<file path="config.mk">
export PLATFORM = sky130hd
export DESIGN_NAME = dcp_mpr_read
export DESIGN_NICKNAME = d
export VERILOG_FILES = /design/src/rtl/dcp_pkg.sv /design/src/rtl/dcp_mpr_read.sv
export SDC_FILE = /design/constraint.sdc
export NUM_CORES = 1
export LEC_CHECK = 0
export BUFFER_PORTS_ARGS = -buffer_cell sky130_fd_sc_hd__buf_2
export CAP_MARGIN = 20
export CORE_MARGIN = 1.5
export CORE_UTILIZATION = 49
export DETAILED_ROUTE_END_ITERATION = 10
export PLACE_DENSITY_LB_ADDON = 0.25
export SETUP_SLACK_MARGIN = 0.05
export SLEW_MARGIN = 20
export SYNTH_ARGS = -nofsm -noshare
export SYNTH_HDL_FRONTEND = slang
export SYNTH_SLANG_ARGS = --single-unit
export TNS_END_PERCENT = 20
</file>
<file path="constraint.sdc">
create_clock -name clk -period 4.8 [get_ports clk]
set_input_delay 1.2 -clock clk [delete_from_list [all_inputs] [get_ports clk]]
set_output_delay 1.2 -clock clk [all_outputs]
set_load 0.02 [all_outputs]
</file>
<file path="src/rtl/dcp_pkg.sv">
// Constants, encodings and types for the calibration pattern read block
package dcp_pkg;

  // Register port map (byte addresses)
  localparam logic [7:0]  REG_CTRL          = 8'h00;
  localparam logic [7:0]  REG_STATUS        = 8'h04;
  localparam logic [7:0]  REG_MODE          = 8'h08;

  // Control register fields
  localparam int          CTRL_COPY_BIT     = 0;
  localparam int          CTRL_CL_LSB       = 4;
  localparam logic        COPY_RESET        = 1'h0;
  localparam logic [3:0]  CL_RESET          = 4'h6;

  // Status register fields
  localparam int          STAT_MPR_BIT      = 0;
  localparam int          STAT_LOC_LSB      = 1;
  localparam int          STAT_ILLEGAL_BIT  = 3;
  localparam int          STAT_BUSY_BIT     = 4;
  localparam int          STAT_OE_BIT       = 5;

  // Mode register mirror fields
  localparam int          MODE_MR3_LSB      = 0;
  localparam int          MODE_MR0_BL_LSB   = 4;

  // Command codes on {ras_n, cas_n, we_n}
  localparam logic [2:0]  CMD_MRS           = 3'h0;
  localparam logic [2:0]  CMD_WRITE         = 3'h4;
  localparam logic [2:0]  CMD_READ          = 3'h5;
  localparam logic [2:0]  CMD_NOP           = 3'h7;

  // Mode register select on the bank pins
  localparam logic [2:0]  MR_SEL_ZERO       = 3'h0;
  localparam logic [2:0]  MR_SEL_THREE      = 3'h3;

  // Mode register zero burst length field
  localparam int          MR0_BL_LSB        = 0;
  localparam logic [1:0]  BL_FIXED8         = 2'h0;
  localparam logic [1:0]  BL_OTF            = 2'h1;
  localparam logic [1:0]  BL_FIXED4         = 2'h2;

  // Mode register three fields
  localparam int          MR3_LOC_LSB       = 0;
  localparam int          MR3_MPR_BIT       = 2;
  localparam logic [1:0]  LOC_CAL           = 2'h0;

  // Address bits used by reads
  localparam int          A_NIBBLE_BIT      = 2;
  localparam int          A_CHOP_BIT        = 12;

  // Pattern contents, beat zero in the least significant bit
  localparam logic [7:0]  PATTERN_CAL       = 8'haa;
  localparam logic [7:0]  PATTERN_RESERVED  = 8'h00;
  localparam logic [3:0]  BEATS_LONG        = 4'h8;
  localparam logic [3:0]  BEATS_CHOP        = 4'h4;
  localparam logic [2:0]  BEAT_UPPER_HALF   = 3'h4;

  typedef enum logic [1:0] {
    PH_IDLE,
    PH_WAIT,
    PH_BURST
  } dcp_phase_t;

endpackage : dcp_pkg

</file>
<file path="src/rtl/dcp_mpr_read.sv">
// Calibration pattern read logic of a double data rate memory device
//
// Function
// [RULE_01] Mode register write to register three with enable set enters pattern mode.
// [RULE_02] Controller precharges all banks and waits before enabling pattern mode.
// [RULE_03] In pattern mode every read and read with precharge returns pattern data; the code ignores a read that arrives while a burst is still pending.
// [RULE_04] Location field of mode register three picks the returned pattern.
// [RULE_05] Only reads are allowed until a mode write clears the enable bit.
// [RULE_06] Read with precharge acts as plain read; no precharge in pattern mode.
// [RULE_07] No power-down, self-refresh or other commands while pattern mode is on.
// [RULE_08] Device reset still works in pattern mode and restores reset state.
// [RULE_09] With enable cleared, reads and writes go to the array as normal.
// [RULE_10] Pattern bit on lane bit zero; upper lane bits copy it or drive zero.
// [RULE_11] Controller drives the two lowest column bits zero; bank bits ignored.
// [RULE_12] Long bursts use column bit two zero and return beats zero to seven.
// [RULE_13] Chopped bursts return beats zero-three or four-seven by column bit two.
// [RULE_14] On-the-fly chop bit honoured when enabled; fixed chop also supported.
// [RULE_15] All other address inputs are ignored during pattern reads.
// [RULE_16] Pattern reads use the same read latency as array reads.
// [RULE_17] Controller waits for clock lock before any pattern read.
// [RULE_18] Beat zero is the pattern's least significant bit, beat seven its most.
// [RULE_19] Location zero returns alternating zero, one across all beats.
// [RULE_20] Controller avoids reserved locations one to three; ordering still holds.
// [RULE_21] Controller waits after the last pattern burst before reloading mode.
//
// Implementation choices: the register addresses and the plain strobed port.
`timescale 1ns/1ps

module dcp_mpr_read #(
  parameter int A_W = 14
) (
  input  wire logic            clk,
  input  wire logic            nrst,
  input  wire logic [7:0]      reg_addr,
  input  wire logic [31:0]     reg_wdata,
  input  wire logic            reg_wr,
  input  wire logic            reg_rd,
  output logic      [31:0]     reg_rdata,
  input  wire logic            mem_ck,
  input  wire logic            mem_reset_n,
  input  wire logic            mem_cs_n,
  input  wire logic            mem_ras_n,
  input  wire logic            mem_cas_n,
  input  wire logic            mem_we_n,
  input  wire logic [2:0]      mem_ba,
  input  wire logic [A_W-1:0]  mem_a,
  output logic      [7:0]      lower_byte_lanes,
  output logic      [7:0]      upper_byte_lanes,
  output logic                 lanes_oe,
  output logic                 array_rd,
  output logic                 array_wr,
  output logic      [2:0]      array_ba,
  output logic      [A_W-1:0]  array_a,
  input  wire logic [127:0]    array_rd_data
);

  localparam int PIN_W = 8 + A_W;

  typedef struct packed {
    logic                 ck_s1;
    logic                 ck_s2;
    logic                 ck_prev;
    logic [PIN_W-1:0]     pin_s1;
    logic [PIN_W-1:0]     pin_s2;
    logic [1:0]           mr0_bl;
    logic                 mpr_on;
    logic [1:0]           mpr_loc;
    logic                 copy_all;
    logic [3:0]           cl;
    logic                 illegal;
    dcp_pkg::dcp_phase_t  phase;
    logic [3:0]           lat_cnt;
    logic [2:0]           beat;
    logic [3:0]           left;
    logic                 from_mpr;
    logic [1:0]           rd_loc;
    logic [7:0]           dq_lo;
    logic [7:0]           dq_hi;
    logic                 dq_oe;
    logic [31:0]          rdata;
    logic                 arr_rd;
    logic                 arr_wr;
    logic [2:0]           arr_ba;
    logic [A_W-1:0]       arr_a;
  } dcp_state_t;

  dcp_state_t q;
  dcp_state_t next_q;

  // Pattern bit of one beat for a location
  function automatic logic pattern_bit(input logic [1:0] loc,
                                       input logic [2:0] idx);
    logic [7:0] pat;
    pat = (loc == dcp_pkg::LOC_CAL) ? dcp_pkg::PATTERN_CAL
                                    : dcp_pkg::PATTERN_RESERVED;
    return pat[idx];
  endfunction : pattern_bit

  // Spread the pattern bit over one byte lane
  function automatic logic [7:0] lane_fill(input logic b,
                                           input logic copy);
    return copy ? {8{b}} : {7'h00, b};
  endfunction : lane_fill

  logic                  ck_rise;
  logic                  ck_fall;
  logic                  pin_reset_n;
  logic                  pin_cs_n;
  logic [2:0]            pin_cmd;
  logic [2:0]            pin_ba;
  logic [A_W-1:0]        pin_a;
  logic                  chop;
  logic [2:0]            start_beat;
  logic                  is_read;
  logic                  is_mrs;
  logic [6:0]            slice;

  always_comb
  begin
    ck_rise     = q.ck_s2 & ~q.ck_prev;
    ck_fall     = ~q.ck_s2 & q.ck_prev;
    pin_reset_n = q.pin_s2[PIN_W-1];
    pin_cs_n    = q.pin_s2[PIN_W-2];
    pin_cmd     = q.pin_s2[PIN_W-3 -: 3];
    pin_ba      = q.pin_s2[A_W +: 3];
    pin_a       = q.pin_s2[A_W-1:0];
    is_read     = ~pin_cs_n && pin_cmd == dcp_pkg::CMD_READ;
    is_mrs      = ~pin_cs_n && pin_cmd == dcp_pkg::CMD_MRS;
    // Fixed or on-the-fly chop from mode register zero, see [RULE_14]
    case (q.mr0_bl)
      dcp_pkg::BL_FIXED4: chop = 1'b1;
      dcp_pkg::BL_OTF:    chop = ~pin_a[dcp_pkg::A_CHOP_BIT];
      default:            chop = 1'b0;
    endcase
    // Only column bit two steers the start; others ignored, see [RULE_15]
    if (chop && pin_a[dcp_pkg::A_NIBBLE_BIT])
      start_beat = dcp_pkg::BEAT_UPPER_HALF; // see [RULE_13]
    else
      start_beat = 3'h0; // see [RULE_12]
    slice = {q.beat, 4'h0};
  end

  always_comb
  begin
    next_q        = q;
    next_q.ck_s1  = mem_ck;
    next_q.ck_s2  = q.ck_s1;
    next_q.ck_prev = q.ck_s2;
    next_q.pin_s1 = {mem_reset_n, mem_cs_n, mem_ras_n, mem_cas_n,
                     mem_we_n, mem_ba, mem_a};
    next_q.pin_s2 = q.pin_s1;
    next_q.arr_rd = 1'b0;
    next_q.arr_wr = 1'b0;
    next_q.rdata  = 32'h0000_0000;

    // Register port
    if (reg_wr)
    begin
      case (reg_addr)
        dcp_pkg::REG_CTRL:
        begin
          next_q.copy_all = reg_wdata[dcp_pkg::CTRL_COPY_BIT];
          next_q.cl       = reg_wdata[dcp_pkg::CTRL_CL_LSB +: 4];
        end
        dcp_pkg::REG_STATUS:
          if (reg_wdata[dcp_pkg::STAT_ILLEGAL_BIT])
            next_q.illegal = 1'b0;
        default:
          next_q.illegal = q.illegal;
      endcase
    end
    if (reg_rd)
    begin
      case (reg_addr)
        dcp_pkg::REG_CTRL:
        begin
          next_q.rdata[dcp_pkg::CTRL_COPY_BIT]    = q.copy_all;
          next_q.rdata[dcp_pkg::CTRL_CL_LSB +: 4] = q.cl;
        end
        dcp_pkg::REG_STATUS:
        begin
          next_q.rdata[dcp_pkg::STAT_MPR_BIT]      = q.mpr_on;
          next_q.rdata[dcp_pkg::STAT_LOC_LSB +: 2] = q.mpr_loc;
          next_q.rdata[dcp_pkg::STAT_ILLEGAL_BIT]  = q.illegal;
          next_q.rdata[dcp_pkg::STAT_BUSY_BIT]     =
            q.phase != dcp_pkg::PH_IDLE;
          next_q.rdata[dcp_pkg::STAT_OE_BIT]       = q.dq_oe;
        end
        dcp_pkg::REG_MODE:
        begin
          next_q.rdata[dcp_pkg::MODE_MR3_LSB +: 3] = {q.mpr_on, q.mpr_loc};
          next_q.rdata[dcp_pkg::MODE_MR0_BL_LSB +: 2] = q.mr0_bl;
        end
        default:
          next_q.rdata = 32'h0000_0000;
      endcase
    end

    // Burst engine, beats on both link clock edges
    case (q.phase)
      dcp_pkg::PH_WAIT:
        if (ck_rise)
        begin
          if (q.lat_cnt <= 4'h1)
          begin
            next_q.phase = dcp_pkg::PH_BURST; // see [RULE_16]
            next_q.dq_oe = 1'b1;
            next_q.beat  = q.beat + 3'h1;
            next_q.left  = q.left - 4'h1;
            if (q.from_mpr)
            begin
              next_q.dq_lo = lane_fill(pattern_bit(q.rd_loc, q.beat),
                                       q.copy_all); // see [RULE_10]
              next_q.dq_hi = lane_fill(pattern_bit(q.rd_loc, q.beat),
                                       q.copy_all); // see [RULE_10]
            end
            else
            begin
              next_q.dq_lo = array_rd_data[slice +: 8];
              next_q.dq_hi = array_rd_data[slice + 7'h08 +: 8];
            end
          end
          else
            next_q.lat_cnt = q.lat_cnt - 4'h1;
        end
      dcp_pkg::PH_BURST:
        if (ck_rise || ck_fall)
        begin
          if (q.left == 4'h0)
          begin
            next_q.phase = dcp_pkg::PH_IDLE;
            next_q.dq_oe = 1'b0;
            next_q.dq_lo = 8'h00;
            next_q.dq_hi = 8'h00;
          end
          else
          begin
            next_q.beat = q.beat + 3'h1; // see [RULE_18]
            next_q.left = q.left - 4'h1;
            if (q.from_mpr)
            begin
              // Beat index picks the pattern bit, see [RULE_19]
              next_q.dq_lo = lane_fill(pattern_bit(q.rd_loc, q.beat),
                                       q.copy_all);
              next_q.dq_hi = lane_fill(pattern_bit(q.rd_loc, q.beat),
                                       q.copy_all);
            end
            else
            begin
              next_q.dq_lo = array_rd_data[slice +: 8];
              next_q.dq_hi = array_rd_data[slice + 7'h08 +: 8];
            end
          end
        end
      default:
        next_q.phase = dcp_pkg::PH_IDLE;
    endcase

    // Command decode on link clock rising edge
    if (ck_rise && pin_reset_n)
    begin
      if (is_mrs && pin_ba == dcp_pkg::MR_SEL_THREE)
      begin
        next_q.mpr_on  = pin_a[dcp_pkg::MR3_MPR_BIT]; // see [RULE_01]
        next_q.mpr_loc = pin_a[dcp_pkg::MR3_LOC_LSB +: 2]; // see [RULE_04]
      end
      else if (is_mrs && pin_ba == dcp_pkg::MR_SEL_ZERO && !q.mpr_on)
        next_q.mr0_bl = pin_a[dcp_pkg::MR0_BL_LSB +: 2];
      if (is_read && q.phase == dcp_pkg::PH_IDLE)
      begin
        next_q.phase    = dcp_pkg::PH_WAIT;
        next_q.lat_cnt  = q.cl;
        next_q.beat     = start_beat;
        next_q.left     = chop ? dcp_pkg::BEATS_CHOP : dcp_pkg::BEATS_LONG;
        next_q.from_mpr = q.mpr_on; // see [RULE_03]
        next_q.rd_loc   = q.mpr_loc; // see [RULE_04]
        // Array read only outside pattern mode, no precharge, see [RULE_06]
        next_q.arr_rd   = ~q.mpr_on; // see [RULE_09]
      end
      if (is_read && !q.mpr_on)
      begin
        next_q.arr_a  = pin_a;
        next_q.arr_ba = pin_ba;
      end
      if (!pin_cs_n && pin_cmd == dcp_pkg::CMD_WRITE && !q.mpr_on)
      begin
        next_q.arr_wr = 1'b1; // see [RULE_09]
        next_q.arr_a  = pin_a;
        next_q.arr_ba = pin_ba;
      end
      // Non-read, non-NOP commands in pattern mode, except a register three mode write, are dropped and flagged
      if (q.mpr_on && !pin_cs_n && !is_read && pin_cmd != dcp_pkg::CMD_NOP
          && !(is_mrs && pin_ba == dcp_pkg::MR_SEL_THREE))
        next_q.illegal = 1'b1; // see [RULE_05]
    end

    // Device reset pin honoured in every mode
    if (!pin_reset_n)
    begin
      next_q.mpr_on  = 1'b0; // see [RULE_08]
      next_q.mpr_loc = 2'h0;
      next_q.mr0_bl  = dcp_pkg::BL_FIXED8;
      next_q.phase   = dcp_pkg::PH_IDLE;
      next_q.dq_oe   = 1'b0;
      next_q.dq_lo   = 8'h00;
      next_q.dq_hi   = 8'h00;
      next_q.arr_rd  = 1'b0;
      next_q.arr_wr  = 1'b0;
    end
  end

  always_ff @(posedge clk or negedge nrst)
  begin
    if (!nrst)
    begin
      q          <= '0;
      q.pin_s1   <= {PIN_W{1'b1}};
      q.pin_s2   <= {PIN_W{1'b1}};
      q.mr0_bl   <= dcp_pkg::BL_FIXED8;
      q.copy_all <= dcp_pkg::COPY_RESET;
      q.cl       <= dcp_pkg::CL_RESET;
      q.phase    <= dcp_pkg::PH_IDLE;
    end
    else
      q <= next_q;
  end

  assign reg_rdata        = q.rdata;
  assign lower_byte_lanes = q.dq_lo;
  assign upper_byte_lanes = q.dq_hi;
  assign lanes_oe         = q.dq_oe;
  assign array_rd         = q.arr_rd;
  assign array_wr         = q.arr_wr;
  assign array_ba         = q.arr_ba;
  assign array_a          = q.arr_a;

endmodule : dcp_mpr_read

</file>
==> run summary <==
status -> finished, final reports clean
router iterations before antenna repair -> 4
clk_lat worst skew -> 0.41 ns
Worst-Margin Slew -> 1.06 ns
leakage power total -> 3.44 nW
Initial Util -> 50.2%
area growth from synthesis to layout -> 22.6%
Rows -> 40
Syn Area/Cell -> 13.1 um^2
clock slew at reported path FFs -> 0.06 ns
drt drc -> 0
CP Launch Point -> q[78]
# H-tree levels -> 4
reg2reg start -> q[78]
I/O Buffers -> 212
sequential area share after synthesis -> 50.1%
cell total after placement -> 756
maximum clock rate -> 0.417 GHz
HP Start -> next_q[140]
Critical Path, Cell by Cell -> inv_1, ha_1, or2_1, a31o_2, a21oi_2, o2bb2ai_1
starting DRC count in detailed routing -> 253
total chip power -> 2.62 mW
Hold Crit Class -> register to register
crit-path max cell delay -> 0.85 ns
critical-path maximum fanout -> 16
CP top delay family -> compound AO/OA/AOI/OAI gates
largest area contributor in the netlist -> dfrtp_1
footprint of the multi-input gates -> 2420 um^2
fin util -> 61.5%
Post-synth EDFFs -> 0
Yosys warnings -> 0
first-pass GRT wire length -> 21.9 mm
Longest Clk Path Bufs -> 2
commonest non-fill, non-tap cell in the layout -> buf_2
total wire length -> 14.0 mm
Buf/Inv on CP -> 1
Yosys cell types -> 58
asr flop ratio synth -> 100%
Post-CTS Resized -> 0
clk_skew -> 0.00910 ns
final hold vios -> 0
I/O pins -> 263
fraction of layout cells with a size suffix above 1 -> 58.2%
top-area cell type share of the netlist area -> 30.0%
setup TNS -> 0 ns
HPWL Detailed -> 10.5 mm
number of antenna violations at the first check in global routing -> 1
CP Capture Type -> register
Post-Syn Area -> 6000 um^2
Startpoint Class -> register
Synth Flop Type -> dfrtp_1
crit path time final -> 2.40 ns
RSZ-0062 raised after global routing -> false
Max-Cap Viols -> 0
post-CTS setup buffers -> 0
GRT Util Overall -> 22.2%
die width -> 114 um
leading cell types in the layout, fill and taps excluded -> 211 x buf_2, 70 x dfrtp_1, 46 x dfstp_2
fill count -> 944
Setup Slack @ Placement -> 1.99 ns
Critical Path RT -> 5.11 ns
slowest cell on the critical path -> a21oi_2
drt wl/cell -> 17.8 um
CTS buffer count -> 17
Max VDD drop -> 204 uV
vias in the first global route -> 4366
Finished Cell Area -> 7360 um^2
total grt overflow -> 0
CTS Hold Bufs -> 0
CTS tree -> yes
Final setup viols -> 0
Mapped Cells -> 458
clock root buffer -> clkbuf_16
die area -> 12900 um^2
Max Slew Vio Count -> 0
final worst-path cycle share -> 50.0%
Final nets -> 833
Via density -> 5.37
Register Area -> 3010 um^2
PD cells -> 356 nW/um^2
die height -> 114 um
hold slack -> 0.347 ns
final cell count without fillers -> 789
Final ANT Viol Nets -> 0
pin count of the biggest net entering global routing -> 56
GP Congestion -> 0.856
final worst setup slack -> 2.40 ns
Setup CP Type -> register to register
dpl cell area -> 6760 um^2
clock sink total -> 118
relative slew slack -> 29.5%
Vias -> 4240
worst path arrival time -> 2.71 ns
CORE AREA -> 12000 um^2
#FFs+latches synth -> 118
ranking of synthesized cells by area -> dfrtp_1 30%, dfstp_2 20%, mux4_2 12%
-- state kept, by name, summed over array words and instances (netlist names), 3 cells and up --
register	cells
pin_ba	3
q	28
reg_rdata	8
array_a	14
upper_byte_lanes	8
array_ba	3
next_q	24
pin_a	14
pin_cmd	3
lower_byte_lanes	8
-- cell type report --
class	count	area share, %
clock buffers	17	5.78
well taps	147	2.50
diodes	1	0.0340
repair buffers	216	14.9
inverters	14	0.714
clock inverters	15	2.26
multi-input cells	261	32.9
flip-flops and latches	118	40.9
-- logic make-up (layout without fill, tap and decap cells) --
| family | count (synthesis) | in the layout | share of synthesized area, % |
|---|---|---|---|
| buf+inv | 102 | 262 | 11.0 |
| fa+ha+maj | 10 | 10 | 2.08 |
| flops | 118 | 118 | 50.1 |
| mux | 66 | 66 | 18.2 |
| compound gates | 76 | 76 | 10.3 |
| xor+xnor | 2 | 2 | 0.292 |
| simple gates | 83 | 83 | 7.86 |
| other cells | 1 | 25 | 0.0625 |
-- final timing paths --
check                                      end  slack (ns)  cells after the start
min in group asynchronous          array_a[10]        0.83                      1
setup reg to reg           upper_byte_lanes[1]        2.40                      6
hold / removal                     next_q[139]        0.35                      0
max in group asynchronous                q[86]        3.06                      2
setup / recovery           upper_byte_lanes[1]        2.40                      6
hold reg to reg                    next_q[139]        0.35                      0
-- per-layer routing --
layer  part of all wire [%]  up-vias  global-route usage, %
met5                      0        -                      0
met4                    2.1        0                   8.25
met3                    6.8       26                   6.38
met2                     50      194                   38.2
met1                     41     2079                   26.7
li1                       -     1941                      -
-- cells in the mapped netlist (3+ instances only) --
master and instances:
buf_2 4, nand4_1 4, dfstp_2 46, mux2_2 22
nor2b_1 5, and4_1 3, buf_6 4, buf_4 65
mux4_2 32, a211oi_1 3, inv_1 14, nor2_1 20
nand2b_1 3, clkbuf_1 14, o21ai_0 8, mux2i_1 8
ha_1 10, nand3_1 7, o2bb2ai_1 7, nand2_1 14
mux2_1 4, a21oi_1 13, nor3_1 6, o22ai_1 17
dfrtp_1 72, o2bb2ai_2 10
-- worst reg2reg max path: stages (launching register included) --
cell	delay, ns
dfrtp_1	0.40
inv_1	0.06
ha_1	0.21
or2_1	0.26
a31o_2	0.33
a21oi_2	0.85
o2bb2ai_1	0.19
-- report_power, final --
group / switching (mW) / leakage [nW] / internal [mW] / total (mW)
registers: 0.0294 / 1.45 / 1.07 / 1.09
logic: 0.142 / 1.70 / 0.124 / 0.266
clock network: 0.481 / 0.287 / 0.776 / 1.26
Power figures use the tool's default switching activity.
